[src/iqr_pkg.sv]
// Function
// Vector 3-5 cycles async, 3-4 sync
// Sample pin flag once, at Q1
// Pin flag set only in Q4-Q1
// Arrival within window varies observed latency
// Only clockless enabled sources wake Sleep
// Wake vectors if global enable, else resumes
// One instruction after sleep runs before vector
// Pin interrupt edge triggered, gated by enable
// Edge select: one rising, zero falling
// Capture enables bits 3-0, reset zero
// Peripheral terms need peripheral group enable
// Oscillator fail sets bit 7, sticky
// Clock switch ready sets bit 6
// ADC completion sets bits 1 and 0; the code sets bit 0 on ADC done and bit 1 on ADC threshold
// Flags set regardless of any enable
// One request: flags and enables, gated globally
// Software clears flag before enabling source
package iqr_pkg;

  // ****************************************************************
  // Register indices; byte address is four times the index.
  // ****************************************************************
  localparam logic [11:0] IDX_CORE_CTRL  = 12'h030B;
  localparam logic [11:0] IDX_FLAGS_PIN  = 12'h070C;
  localparam logic [11:0] IDX_FLAGS_CLK  = 12'h070D;
  localparam logic [11:0] IDX_FLAGS_CAP  = 12'h0712;
  localparam logic [11:0] IDX_EN_BANK0   = 12'h0716;
  localparam logic [11:0] IDX_EN_CLK     = 12'h0717;
  localparam logic [11:0] IDX_EN_CAP     = 12'h071C;
  localparam logic [11:0] IDX_STATUS     = 12'h07F0;

  // ****************************************************************
  // Field positions, masks and reset values.
  // ****************************************************************
  localparam int unsigned BIT_GLOBAL_EN  = 7;
  localparam int unsigned BIT_GROUP_EN   = 6;
  localparam int unsigned BIT_EDGE       = 0;
  localparam int unsigned BIT_PIN        = 4;
  localparam int unsigned BIT_OSC_FAIL   = 7;
  localparam logic [7:0]  CTRL_MASK      = 8'hC1;
  localparam logic [7:0]  CLK_MASK       = 8'hC3;
  localparam logic [7:0]  CAP_MASK       = 8'h0F;
  localparam logic [7:0]  PIN_MASK       = 8'h10;
  localparam logic [7:0]  CTRL_RST       = 8'h00;
  localparam logic [7:0]  FLAGS_RST      = 8'h00;
  localparam logic [7:0]  EN_RST         = 8'h00;

  // ****************************************************************
  // Timing: four quarter phases per instruction cycle.
  // ****************************************************************
  localparam int unsigned CLK_PERIOD_NS  = 8;
  localparam int unsigned QUARTERS       = 4;
  localparam int unsigned TCY_NS         = QUARTERS * CLK_PERIOD_NS;
  localparam int unsigned DISPATCH_Q1S   = 3;

  typedef enum logic [1:0] {
    ST_RUN,
    ST_DISPATCH,
    ST_SLEEP,
    ST_WAKE
  } iqr_state_t;

endpackage

[src/iqr_timing_if.sv]
`timescale 1ns/10ps
`default_nettype none
interface iqr_timing_if;
  logic q1;
  logic q4;
  logic ext_edge;
  logic edge_rising;

  modport phase_src (output q1, output q4);
  modport edge_src  (output ext_edge, input edge_rising);
  modport sink      (input q1, input q4, input ext_edge, output edge_rising);
endinterface
`default_nettype wire
[src/iqr_ctrl.sv]
`timescale 1ns/10ps
`default_nettype none
module iqr_ctrl #(
  parameter int unsigned DISPATCH_Q1S = iqr_pkg::DISPATCH_Q1S
) (
  // Clock and reset.
  input  wire logic          core_clk,
  input  wire logic          rst_n,
  // Avalon-MM slave.
  input  wire logic [13:0]   avs_address,
  input  wire logic          avs_read,
  input  wire logic          avs_write,
  input  wire logic [31:0]   avs_writedata,
  input  wire logic [3:0]    avs_byteenable,
  output logic      [31:0]   avs_readdata,
  output logic               avs_waitrequest,
  // External interrupt pin.
  input  wire logic          ext_pin,
  // Peripheral events.
  input  wire logic          osc_fail_evt,
  input  wire logic          clk_switch_evt,
  input  wire logic          adc_thresh_evt,
  input  wire logic          adc_done_evt,
  input  wire logic [3:0]    capture_evt,
  // Core vectoring.
  input  wire logic          core_sleep_enter,
  output logic               core_irq_request,
  output logic               core_vector,
  output logic               core_wake,
  output logic               core_asleep
);

  if (DISPATCH_Q1S < 1 || DISPATCH_Q1S > 3) begin : g_chk
    $error("DISPATCH_Q1S must lie in 1..3");
  end

  iqr_timing_if tim ();

  iqr_phase_gen u_phase (
    .core_clk (core_clk),
    .rst_n    (rst_n),
    .tim      (tim.phase_src)
  );

  iqr_pin_edge u_edge (
    .core_clk (core_clk),
    .rst_n    (rst_n),
    .ext_pin  (ext_pin),
    .tim      (tim.edge_src)
  );

  // ****************************************************************
  // Register state.
  // ****************************************************************
  logic [7:0]          ctrl_q;
  logic [7:0]          ctrl_d;
  logic                pin_flag_q;
  logic                pin_flag_d;
  logic                pin_en_q;
  logic [7:0]          clk_flags_q;
  logic [7:0]          clk_flags_d;
  logic [7:0]          clk_en_q;
  logic [7:0]          cap_flags_q;
  logic [7:0]          cap_flags_d;
  logic [7:0]          cap_en_q;
  logic                edge_pend_q;
  logic                sampled_q;
  logic [1:0]          disp_cnt_q;
  logic [1:0]          disp_cnt_d;
  iqr_pkg::iqr_state_t st_q;
  iqr_pkg::iqr_state_t st_d;
  logic                vector_d;
  logic                wake_d;
  logic                waitreq_q;
  logic [31:0]         rdata_q;

  // ****************************************************************
  // Bus decode.
  // ****************************************************************
  wire        bus_req     = avs_read | avs_write;
  wire        bus_take    = bus_req & ~waitreq_q;
  wire        wr_ok       = bus_take & avs_write & avs_byteenable[0];
  wire [7:0]  wdat        = avs_writedata[7:0];
  wire        sel_ctrl    = (avs_address == {iqr_pkg::IDX_CORE_CTRL, 2'b00});
  wire        sel_fpin    = (avs_address == {iqr_pkg::IDX_FLAGS_PIN, 2'b00});
  wire        sel_fclk    = (avs_address == {iqr_pkg::IDX_FLAGS_CLK, 2'b00});
  wire        sel_fcap    = (avs_address == {iqr_pkg::IDX_FLAGS_CAP, 2'b00});
  wire        sel_epin    = (avs_address == {iqr_pkg::IDX_EN_BANK0, 2'b00});
  wire        sel_eclk    = (avs_address == {iqr_pkg::IDX_EN_CLK, 2'b00});
  wire        sel_ecap    = (avs_address == {iqr_pkg::IDX_EN_CAP, 2'b00});
  wire        sel_stat    = (avs_address == {iqr_pkg::IDX_STATUS, 2'b00});
  wire        we_ctrl     = wr_ok & sel_ctrl;
  wire        we_fpin     = wr_ok & sel_fpin;
  wire        we_fclk     = wr_ok & sel_fclk;
  wire        we_fcap     = wr_ok & sel_fcap;
  wire        we_epin     = wr_ok & sel_epin;
  wire        we_eclk     = wr_ok & sel_eclk;
  wire        we_ecap     = wr_ok & sel_ecap;

  // ****************************************************************
  // Flag setting; a hardware set always beats a software clear.
  // ****************************************************************
  wire        global_irq_enable       = ctrl_q[iqr_pkg::BIT_GLOBAL_EN];
  wire        peripheral_group_enable = ctrl_q[iqr_pkg::BIT_GROUP_EN];
  wire        q_window    = tim.q4 | tim.q1;
  wire        pin_set     = (edge_pend_q | tim.ext_edge) & q_window;
  wire [7:0]  clk_hw      = {osc_fail_evt, clk_switch_evt, 4'h0,
                             adc_thresh_evt, adc_done_evt};
  wire [7:0]  cap_hw      = {4'h0, capture_evt};

  assign tim.edge_rising = ctrl_q[iqr_pkg::BIT_EDGE];

  assign pin_flag_d  = pin_set | (we_fpin ? wdat[iqr_pkg::BIT_PIN] : pin_flag_q);
  assign clk_flags_d = (clk_hw & iqr_pkg::CLK_MASK) |
                       (we_fclk ? (wdat & iqr_pkg::CLK_MASK) : clk_flags_q);
  assign cap_flags_d = (cap_hw & iqr_pkg::CAP_MASK) |
                       (we_fcap ? (wdat & iqr_pkg::CAP_MASK) : cap_flags_q);

  // ****************************************************************
  // Request forming and wake qualification.
  // ****************************************************************
  wire        pin_term    = pin_flag_q & pin_en_q;
  wire        per_term    = (|(clk_flags_q & clk_en_q)) | (|(cap_flags_q & cap_en_q));
  wire        any_term    = pin_term | (peripheral_group_enable & per_term);
  wire        irq_now     = global_irq_enable & any_term;
  // Only the pin and the fail-safe monitor keep running without the
  // system clock, so only they may end Sleep.
  wire        osc_term    = clk_flags_q[iqr_pkg::BIT_OSC_FAIL] & clk_en_q[iqr_pkg::BIT_OSC_FAIL];
  wire        wake_any    = pin_term | (peripheral_group_enable & osc_term);
  wire        disp_last   = (disp_cnt_q == 2'(DISPATCH_Q1S - 1));

  // Hardware drops the global enable as it vectors so the handler is not
  // re-entered; a software write in the same cycle still wins.
  always_comb begin
    ctrl_d = ctrl_q;
    if (we_ctrl) begin
      ctrl_d = wdat & iqr_pkg::CTRL_MASK;
    end else if (vector_d) begin
      ctrl_d[iqr_pkg::BIT_GLOBAL_EN] = 1'b0;
    end
  end

  // ****************************************************************
  // Dispatch and sleep sequencing, counted in instruction cycles.
  // ****************************************************************
  always_comb begin
    st_d       = st_q;
    disp_cnt_d = disp_cnt_q;
    vector_d   = 1'b0;
    wake_d     = 1'b0;
    unique case (st_q)
      iqr_pkg::ST_RUN: begin
        if (core_sleep_enter) begin
          st_d = iqr_pkg::ST_SLEEP;
        end else if (tim.q1 && irq_now) begin
          st_d       = iqr_pkg::ST_DISPATCH;
          disp_cnt_d = 2'h0;
        end
      end
      iqr_pkg::ST_DISPATCH: begin
        // Counting Q1 strobes keeps the delay blind to instruction length.
        if (tim.q1) begin
          if (disp_last) begin
            vector_d = 1'b1;
            st_d     = iqr_pkg::ST_RUN;
          end else begin
            disp_cnt_d = disp_cnt_q + 2'h1;
          end
        end
      end
      iqr_pkg::ST_SLEEP: begin
        if (wake_any) begin
          wake_d = 1'b1;
          st_d   = iqr_pkg::ST_WAKE;
        end
      end
      iqr_pkg::ST_WAKE: begin
        // The next Q1 starts the instruction after the sleep; dispatch
        // then runs for whole cycles, so that instruction completes.
        if (tim.q1) begin
          if (irq_now) begin
            st_d       = iqr_pkg::ST_DISPATCH;
            disp_cnt_d = 2'h0;
          end else begin
            st_d = iqr_pkg::ST_RUN;
          end
        end
      end
    endcase
  end

  // ****************************************************************
  // Read data selection.
  // ****************************************************************
  wire [7:0]  stat_byte   = {5'h00, (st_q == iqr_pkg::ST_DISPATCH), core_asleep, irq_now};
  wire [7:0]  rd_byte     = sel_ctrl ? ctrl_q :
                            sel_fpin ? {3'h0, pin_flag_q, 4'h0} :
                            sel_fclk ? clk_flags_q :
                            sel_fcap ? cap_flags_q :
                            sel_epin ? {3'h0, pin_en_q, 4'h0} :
                            sel_eclk ? clk_en_q :
                            sel_ecap ? cap_en_q :
                            sel_stat ? stat_byte : 8'h00;

  // ****************************************************************
  // Bus handshake: one wait cycle, then the access edge.
  // ****************************************************************
  always_ff @(posedge core_clk or negedge rst_n) begin
    if (!rst_n) begin
      waitreq_q <= 1'b1;
      rdata_q   <= 32'h0000_0000;
    end else begin
      waitreq_q <= ~(bus_req & waitreq_q);
      if (bus_req && waitreq_q) begin
        rdata_q <= {24'h00_0000, rd_byte};
      end
    end
  end

  assign avs_waitrequest = waitreq_q;
  assign avs_readdata    = rdata_q;

  // ****************************************************************
  // Registers.
  // ****************************************************************
  always_ff @(posedge core_clk or negedge rst_n) begin
    if (!rst_n) begin
      ctrl_q      <= iqr_pkg::CTRL_RST;
      pin_flag_q  <= 1'b0;
      clk_flags_q <= iqr_pkg::FLAGS_RST;
      cap_flags_q <= iqr_pkg::FLAGS_RST;
    end else begin
      ctrl_q      <= ctrl_d;
      pin_flag_q  <= pin_flag_d;
      clk_flags_q <= clk_flags_d;
      cap_flags_q <= cap_flags_d;
    end
  end

  always_ff @(posedge core_clk or negedge rst_n) begin
    if (!rst_n) begin
      pin_en_q <= 1'b0;
      clk_en_q <= iqr_pkg::EN_RST;
      cap_en_q <= iqr_pkg::EN_RST;
    end else begin
      if (we_epin) begin
        pin_en_q <= wdat[iqr_pkg::BIT_PIN];
      end
      if (we_eclk) begin
        clk_en_q <= wdat & iqr_pkg::CLK_MASK;
      end
      if (we_ecap) begin
        cap_en_q <= wdat & iqr_pkg::CAP_MASK;
      end
    end
  end

  // An edge seen in Q2 or Q3 waits here for the Q4-Q1 window.
  always_ff @(posedge core_clk or negedge rst_n) begin
    if (!rst_n) begin
      edge_pend_q <= 1'b0;
    end else begin
      edge_pend_q <= (edge_pend_q | tim.ext_edge) & ~q_window;
    end
  end

  always_ff @(posedge core_clk or negedge rst_n) begin
    if (!rst_n) begin
      sampled_q <= 1'b0;
    end else if (tim.q1) begin
      sampled_q <= pin_flag_q;
    end
  end

  always_ff @(posedge core_clk or negedge rst_n) begin
    if (!rst_n) begin
      st_q             <= iqr_pkg::ST_RUN;
      disp_cnt_q       <= 2'h0;
      core_irq_request <= 1'b0;
      core_vector      <= 1'b0;
      core_wake        <= 1'b0;
      core_asleep      <= 1'b0;
    end else begin
      st_q             <= st_d;
      disp_cnt_q       <= disp_cnt_d;
      core_irq_request <= irq_now;
      core_vector      <= vector_d;
      core_wake        <= wake_d;
      core_asleep      <= (st_d == iqr_pkg::ST_SLEEP);
    end
  end
endmodule
`default_nettype wire

[src/iqr_phase_gen.sv]
`timescale 1ns/10ps
`default_nettype none
module iqr_phase_gen (
  // Clock and reset.
  input  wire logic          core_clk,
  input  wire logic          rst_n,
  // Quarter phase strobes.
  iqr_timing_if.phase_src    tim
);

  logic [1:0] quarter_q;

  // ****************************************************************
  // Quarter counter; Q1 is quarter zero, Q4 is quarter three.
  // ****************************************************************
  always_ff @(posedge core_clk or negedge rst_n) begin
    if (!rst_n) begin
      quarter_q <= 2'h0;
    end else begin
      quarter_q <= quarter_q + 2'h1;
    end
  end

  assign tim.q1 = (quarter_q == 2'h0);
  assign tim.q4 = (quarter_q == 2'h3);

endmodule
`default_nettype wire

[src/iqr_pin_edge.sv]
`timescale 1ns/10ps
`default_nettype none
module iqr_pin_edge (
  // Clock and reset.
  input  wire logic          core_clk,
  input  wire logic          rst_n,
  // Asynchronous pin.
  input  wire logic          ext_pin,
  // Edge pulse towards the controller.
  iqr_timing_if.edge_src     tim
);

  logic sync1_q;
  logic sync2_q;
  logic prev_q;

  // ****************************************************************
  // Two-stage synchroniser, then a history stage for the edge.
  // ****************************************************************
  always_ff @(posedge core_clk or negedge rst_n) begin
    if (!rst_n) begin
      sync1_q <= 1'b0;
      sync2_q <= 1'b0;
      prev_q  <= 1'b0;
    end else begin
      sync1_q <= ext_pin;
      sync2_q <= sync1_q;
      prev_q  <= sync2_q;
    end
  end

  assign tim.ext_edge = (sync2_q ^ prev_q) & (sync2_q == tim.edge_rising);
endmodule
`default_nettype wire

[config.mk]
export PLATFORM = sky130hd
export DESIGN_NAME = iqr_ctrl
export DESIGN_NICKNAME = d
export VERILOG_FILES = /design/src/iqr_pkg.sv /design/src/iqr_timing_if.sv /design/src/iqr_ctrl.sv /design/src/iqr_phase_gen.sv /design/src/iqr_pin_edge.sv
export SDC_FILE = /design/constraint.sdc
export NUM_CORES = 1
export LEC_CHECK = 0
export BUFFER_PORTS_ARGS = -buffer_cell sky130_fd_sc_hd__buf_4
export CAP_MARGIN = 5
export CORE_MARGIN = 5
export CORE_UTILIZATION = 52
export DETAILED_ROUTE_END_ITERATION = 10
export GPL_TIMING_DRIVEN = 1
export PLACE_DENSITY = 0.85
export SLEW_MARGIN = 15
export SYNTH_ARGS = -nofsm -noshare
export SYNTH_HDL_FRONTEND = slang
export SYNTH_HIERARCHICAL = 1
export SYNTH_SLANG_ARGS = --single-unit
[constraint.sdc]
create_clock -name core_clk -period 3.6 [get_ports core_clk]
set_input_delay 0.36 -clock core_clk [delete_from_list [all_inputs] [get_ports core_clk]]
set_output_delay 0.36 -clock core_clk [all_outputs]
set_load 0.01 [all_outputs]
=== After elaboration in Yosys (flattened, before gate mapping) ===
Index checks and enable logic that the tools add are counted.

* Shift-type cells: 0
* Reductions and logical operators: 9
* Div/mod/pow operators: 0
* $lt $le $gt $ge: 0
* Multipliers: 0
* Equality and inequality tests: 21
* Muxes and demuxes: 33
* Bitwise operators: 34
* Add/subtract/negate cells: 2

{| class="wikitable"
|+ Operators with widths
! operator !! count
|-
| == test 14 x 13 -> 1 bit (second input constant) || 7
|-
| 2-to-1 mux 8 bit || 8
|-
| 2-to-1 mux 2 bit || 12
|-
| AND 1 bit || 19
|-
| OR reduction 8 bit || 2
|-
| == test 14 x 12 -> 1 bit (second input constant) || 1
|-
| inequality test 2 bit (second input constant) || 6
|-
| == test 2 bit (second input constant) || 5
|-
| 2-to-1 mux 1 bit || 9
|-
| AND 8 x 4 -> 8 bit || 1
|-
| AND 8 bit || 1
|-
| OR 4 x 8 -> 8 bit || 1
|-
| OR 8 bit || 1
|-
| one-hot mux 2 bit (4 select lines) || 1
|-
| OR 1 bit || 7
|-
| AND reduction 7 bit || 1
|-
| one-hot mux 2 bit (3 select lines) || 1
|-
| adder 2 x 1 -> 2 bit (second input constant) || 2
|-
| zero test 2 bit || 2
|-
| 2-to-1 mux 4 bit || 1
|-
| 2-to-1 mux 3 bit || 1
|-
| NOT 1 bit || 3
|-
| nonzero test 3 bit || 1
|-
| == test 2 x 1 -> 1 bit (second input constant) || 1
|-
| 4 further kinds || 5
|}

* Register bits: 52
* Memories: 0
* RAM bits: 0
* Memory bits (read-only): 0
* Word-level logic and storage cells: 120
* Output and inout bits: 37
* Input port bits: 64
* Latch bits: 0

=== Depth between registers and ports, before layout ===
* Depth after elaboration: 14
* Gate-level depth with buffers: 8
* Depth with buffers taken out: 8

=== Hierarchy ===
Netlist, hierarchy kept.

{| class="wikitable"
|+ By module, submodules not included
! module !! times used !! area an instance (sq um) !! sequential area each (sq um) !! cells each
|-
| iqr_ctrl || 1 || 2332.2 || 952.2 || 232
|-
| iqr_pin_edge || 1 || 97.6 || 75.1 || 6
|-
| iqr_phase_gen || 1 || 82.6 || 50.0 || 6
|}

=== Worst setup path before layout ===
No wires, ideal clock.

* Path type: in2reg
* Start: input port avs_address[1]
* End: register rdata_q[0] (netlist: avs_readdata[0])
* Data required time: 3.527 ns
* Buffers on the path: 0
* Setup time: 0.073 ns
* Arrival time: 1.623 ns
* Setup slack: 1.904 ns
* Stages on the path: 6
* Cell sequence: or4b_4 nor4_4 nand2_1 a21oi_2 o211ai_2 a21oi_2

* Cells in the longest elaborated chain, start to end: 9
* Elaborated cells between the ends (all ways): 16
* Those cells by class: eq/ne (8); mux (8)

{| class="wikitable"
|+ RTL lines
! element !! RTL line !! RTL
|-
| from (decl) || iqr_ctrl.sv:10 || <nowiki>input wire logic [13:0] avs_address,</nowiki>
|-
| == test 14 x 13 -> 1 bit || iqr_ctrl.sv:91 || <nowiki>wire sel_stat = (avs_address == {iqr_pkg::IDX_STATUS, 2'b00});</nowiki>
|-
| 2-to-1 mux 3 bit || iqr_ctrl.sv:203 || <nowiki>sel_stat ? stat_byte : 8'h00;</nowiki>
|-
| 2-to-1 mux 4 bit || iqr_ctrl.sv:202 || <nowiki>sel_ecap ? cap_en_q :</nowiki>
|-
| 2-to-1 mux 8 bit || iqr_ctrl.sv:201 || <nowiki>sel_eclk ? clk_en_q :</nowiki>
|-
| 2-to-1 mux 8 bit || iqr_ctrl.sv:200 || <nowiki>sel_epin ? {3'h0, pin_en_q, 4'h0} :</nowiki>
|-
| 2-to-1 mux 8 bit || iqr_ctrl.sv:199 || <nowiki>sel_fcap ? cap_flags_q :</nowiki>
|-
| 2-to-1 mux 8 bit || iqr_ctrl.sv:198 || <nowiki>sel_fclk ? clk_flags_q :</nowiki>
|-
| 2-to-1 mux 8 bit || iqr_ctrl.sv:197 || <nowiki>sel_fpin ? {3'h0, pin_flag_q, 4'h0} :</nowiki>
|-
| 2-to-1 mux 8 bit * || iqr_ctrl.sv:196 || <nowiki>wire [7:0] rd_byte = sel_ctrl ? ctrl_q :</nowiki>
|-
| to (signal assigned) || iqr_ctrl.sv:215 || <nowiki>rdata_q <= {24'h00_0000, rd_byte};</nowiki>
|-
| to (decl) || iqr_ctrl.sv:75 || <nowiki>logic [31:0] rdata_q;</nowiki>
|}

Every way passes the cells marked *; elsewhere a longest branch is shown, timed or not.
A chain may end at the register's enable or synchronous reset.

=== Worst setup path in the final report ===
* Start: register cap_flags_q[0]
* End: register disp_cnt_q[0]

* Cells in the longest elaborated chain, start to end: 9
* Elaborated cells between the ends (all ways): 10
* Those cells by class: eq/ne (2); bitwise (5); reduce/logical (3)

{| class="wikitable"
|+ RTL lines
! element !! RTL line !! RTL
|-
| from (decl) || iqr_ctrl.sv:63 || <nowiki>logic [7:0] cap_flags_q;</nowiki>
|-
| from (signal assigned) || iqr_ctrl.sv:231 || <nowiki>cap_flags_q <= iqr_pkg::FLAGS_RST;</nowiki>
|-
| from (signal assigned) || iqr_ctrl.sv:236 || <nowiki>cap_flags_q <= cap_flags_d;</nowiki>
|-
| AND 8 x 4 -> 8 bit * || iqr_ctrl.sv:123 || <nowiki>wire per_term = (|(clk_flags_q & clk_en_q)) | (|(cap_flags_q & cap_en_q));</nowiki>
|-
| OR reduction 8 bit * || iqr_ctrl.sv:123 ||
|-
| OR 1 bit * || iqr_ctrl.sv:123 ||
|-
| AND 1 bit * || iqr_ctrl.sv:124 || <nowiki>wire any_term = pin_term | (peripheral_group_enable & per_term);</nowiki>
|-
| OR 1 bit * || iqr_ctrl.sv:124 ||
|-
| AND 1 bit * || iqr_ctrl.sv:125 || <nowiki>wire irq_now = global_irq_enable & any_term;</nowiki>
|-
| named net irq_now || iqr_ctrl.sv:125 ||
|-
| logical AND 1 bit || iqr_ctrl.sv:155 || <nowiki>end else if (tim.q1 && irq_now) begin</nowiki>
|-
| inequality test 2 bit (no source line) || - ||
|-
| AND reduction 7 bit (no source line) * || - ||
|-
| to (signal assigned) || iqr_ctrl.sv:285 || <nowiki>disp_cnt_q <= disp_cnt_d;</nowiki>
|-
| to (decl) || iqr_ctrl.sv:68 || <nowiki>logic [1:0] disp_cnt_q;</nowiki>
|}

The timed path passes the listed nets; every way through them passes the cells marked *.

==> impl_metrics.json <==
{
  "outcome": "complete, no violations",
  "top_usage_layer": "met2",
  "die-height_um": 79.5,
  "synthXorXnorAreaFrac_pct": 0.349,
  "synth_top_cell_area_share_pct": 41.8,
  "cts_resized": 0,
  "simple_gate_share_of_the_synthesized_area_pct": 24.3,
  "share_of_cells_above_drive_strength_1_pct": 29.7,
  "cap_viol_max_count": 0,
  "yosysWarningCount": 6,
  "fin_crit_ps": 2070,
  "synth-seq-area-share_pct": 42.9,
  "clock_sinks": 43,
  "starting_drc_count_in_detailed_routing": 174,
  "finalMaxSlewViolations": 0,
  "synth_top_flop_cell": "sky130_fd_sc_hd__dfrtp_1",
  "required_ps": 3840,
  "post_dp_cell_area_um2": 2800,
  "vias_per_cell": 5.71,
  "drt-total-wl_mm": 5.35,
  "grt.met2_usage_pct": 26.1,
  "routabilityCongestion": 0.838,
  "place.detailed.hpwl_mm": 4.17,
  "place.detailed.instances": 336,
  "pwr_density_cell_nw_per_um2": 338,
  "num_vias": 1965,
  "clock_transition_at_the_registers_of_the_reported_paths_ps": 80,
  "synth.cell_area_um2": 2510,
  "worst_hold_path_type": "in2async",
  "worstSetupPathType": "reg2reg",
  "use_met1_pct": 25.2,
  "finish.utilization_pct": 61.5,
  "finish.net_count": 356,
  "rsz0062_at_grt": "false",
  "fmax_ghz": 0.483,
  "timing.final.crit_share_pct": 57.5,
  "post_route_skew_ps": 5.69,
  "dieWidth_um": 79.5,
  "cts_tree": "done",
  "grt_use_total_pct": 17.5,
  "worstMarginPinSlew_ps": 906,
  "met3_usage_pct": 3.95,
  "cp-end-kind": "flop",
  "peak_supply_drop_uv": 222,
  "number_of_flops_mapped_to_enable_cells_by_yosys": 0,
  "final-setup-viol-count": 0,
  "insertion_delay_ps": 300,
  "core-area_um2": 4690,
  "slew_headroom_pct": 39.2,
  "worst-endpoint-arrival_ps": 2310,
  "fillerInstances": 407,
  "ys_seq_elements": 43,
  "netlist_top_cells_area": "sky130_fd_sc_hd__dfrtp_1, sky130_fd_sc_hd__buf_4, sky130_fd_sc_hd__mux2_2",
  "floorplan.rows": 25,
  "cts_setup_buffers": 0,
  "cts.path.max_buffers": 2,
  "cp_cell_sequence": "a22oi_1 > nand2_1 > o21ai_0 > a21boi_0 > a2111oi_0 > or2_2",
  "syn_avg_cell_area_um2": 10.3,
  "first_global_vias": 1800,
  "final_common_cell": "sky130_fd_sc_hd__buf_4",
  "layout-area-overhead-vs-synth_pct": 14.9,
  "antennaDiodeCount": 0,
  "synth_cells": 244,
  "hold_buffers": 0,
  "synth_area_leader_cell": "sky130_fd_sc_hd__dfrtp_1",
  "grt_antenna_before_repair": 0,
  "post_synth_fa_ha_maj_area_fraction_pct": 1.49,
  "layout.cells.non_filler": 344,
  "grt_start_max_net_pins": 44,
  "worst-path-max-fanout": 5,
  "initial_core_util_pct": 53.5,
  "design.portCount": 101,
  "totalNegativeSetupSlack_ps": 0,
  "cts_htree_levels": 2,
  "wire_length_of_the_first_global_routing_pass_mm": 8.60,
  "wire_per_inst_um": 15.6,
  "critical_path.slowest_cell": "sky130_fd_sc_hd__a2111oi_0",
  "post-route-drc-count": 0,
  "io_buffers": 47,
  "muxShareOfSynthArea_pct": 6.92,
  "synthDistinctLibCells": 60,
  "postSynth.asyncResetShare_pct": 100,
  "setup.worst_path.start_class": "flop",
  "clockRootBuffer": "sky130_fd_sc_hd__clkbuf_8",
  "max_stage_delay_ps": 520,
  "cts-buffers-inserted": 5,
  "die_area_um2": 6320,
  "total_gr_overflow": 0,
  "main_combinational_cell_family_by_area_after_synthesis": "simple AND/OR/NAND/NOR gates",
  "synth_compound_area_share_pct": 13.9,
  "design_area_um2": 2890,
  "mostFrequentLayoutCells": "sky130_fd_sc_hd__buf_4, sky130_fd_sc_hd__dfrtp_1, sky130_fd_sc_hd__conb_1",
  "route.antenna.remaining_nets": 0,
  "iteration_count_of_the_initial_detailed_routing_pass": 4,
  "final_hold_viol_count": 0,
  "standby_leakage_power_nw": 1.33
}
==> routing by layer <==
metal,share of wire [%],vias to the layer above,wire (um)
met2,46,90,2480
met4,1.1,0,59
met1,44,942,2340
li1,-,928,-
met3,8.8,5,469
met5,0,-,0
==> logic make-up (layout without fill, tap and decap cells) <==
group / count (synthesis) / after routing
compound gates: 49 / 49
xor+xnor: 1 / 1
fa+ha+maj: 3 / 3
buf+inv: 41 / 63
flops: 43 / 43
mux: 16 / 16
other cells: 1 / 25
simple gates: 90 / 90
==> cells in the mapped netlist (2+ instances only) <==
cell / count
sky130_fd_sc_hd__dfrtp_1: 42
sky130_fd_sc_hd__buf_4: 25
sky130_fd_sc_hd__nand2_1: 22
sky130_fd_sc_hd__mux2_2: 11
sky130_fd_sc_hd__nor2_1: 11
sky130_fd_sc_hd__nand2b_1: 10
sky130_fd_sc_hd__o21ai_0: 10
sky130_fd_sc_hd__a21oi_1: 8
sky130_fd_sc_hd__inv_1: 8
sky130_fd_sc_hd__a22oi_1: 6
sky130_fd_sc_hd__and3_1: 6
sky130_fd_sc_hd__clkbuf_1: 6
sky130_fd_sc_hd__a211o_1: 5
sky130_fd_sc_hd__mux2i_1: 5
sky130_fd_sc_hd__nor3_1: 5
sky130_fd_sc_hd__nand3_1: 4
sky130_fd_sc_hd__nor4_1: 4
sky130_fd_sc_hd__a222oi_1: 3
sky130_fd_sc_hd__ha_1: 3
sky130_fd_sc_hd__a21boi_0: 2
sky130_fd_sc_hd__a21oi_2: 2
sky130_fd_sc_hd__buf_2: 2
sky130_fd_sc_hd__nor3_2: 2
sky130_fd_sc_hd__nor3_4: 2
sky130_fd_sc_hd__nor3b_1: 2
sky130_fd_sc_hd__nor4bb_1: 2
sky130_fd_sc_hd__o21ai_1: 2
sky130_fd_sc_hd__or2_2: 2
==> critical path, delay by kind of cell, from the launching register on <==
family	cells	cell delay, ps
AO/OA/AOI/OAI	4	1350
AND/OR/NAND/NOR	2	250
flip-flops	1	420
==> sequential cells by signal, indices dropped and copies added, names as in the netlist <==
| signal | cells |
|---|---|
| core_asleep | 1 |
| u_edge/sync2_q | 1 |
| edge_pend_q | 1 |
| pin_en_q | 1 |
| u_edge/prev_q | 1 |
| avs_readdata | 7 |
| clk_en_q | 4 |
| cap_en_q | 4 |
| disp_cnt_q | 2 |
| avs_waitrequest | 1 |
| u_edge/sync1_q | 1 |
| st_q | 2 |
| pin_flag_q | 1 |
| core_vector | 1 |
| clk_flags_q | 4 |
| cap_flags_q | 4 |
| core_wake | 1 |
| u_phase/quarter_q | 2 |
| core_irq_request | 1 |
| ctrl_q | 3 |
==> power breakdown <==
part | internal, W | switching [W]
combinational | 0.0000696 | 0.0000861
sequential | 0.000503 | 0.0000184
clock | 0.000136 | 0.000164
total | 0.000708 | 0.000269
==> cell type report <==
class | instances | area [um^2] | area share [%]
clock buffers | 6 | 72.6 | 2.51
repair buffers | 47 | 353 | 12.2
inverters | 8 | 30.0 | 1.04
flip-flops and latches | 43 | 1080 | 37.3
multi-input cells | 184 | 1270 | 44.2
well taps | 54 | 67.6 | 2.34
clock inverters | 2 | 12.5 | 0.433
==> metrics by stage <==
stage / total power (W) / hold slack (ps) / setup slack (ps)
2_1_floorplan: 0.000632 / 64.4 / 1900
3_3_place_gp: 0.000676 / 333 / 1560
3_5_place_dp: 0.000686 / 337 / 1570
4_1_cts: 0.000983 / 54.8 / 1520
5_1_grt: 0.00102 / 71.5 / 1390
6_report: 0.000976 / 37.9 / 1530
==> path summary, 6_finish.rpt <==
check / depth (start not counted) / from / slack, ps / end
setup reg to reg: 6 / cap_flags_q[0] / 1530 / disp_cnt_q[0]
setup / recovery: 6 / cap_flags_q[0] / 1530 / disp_cnt_q[0]
max in group asynchronous: 1 / rst_n / 3200 / avs_waitrequest
hold reg to reg: 0 / u_edge/sync1_q / 350 / u_edge/sync2_q
hold / removal: 1 / rst_n / 40 / core_irq_request
min in group core_clk: 1 / ext_pin / 170 / u_edge/sync1_q
Note: power is estimated with default switching activity, not from simulation.
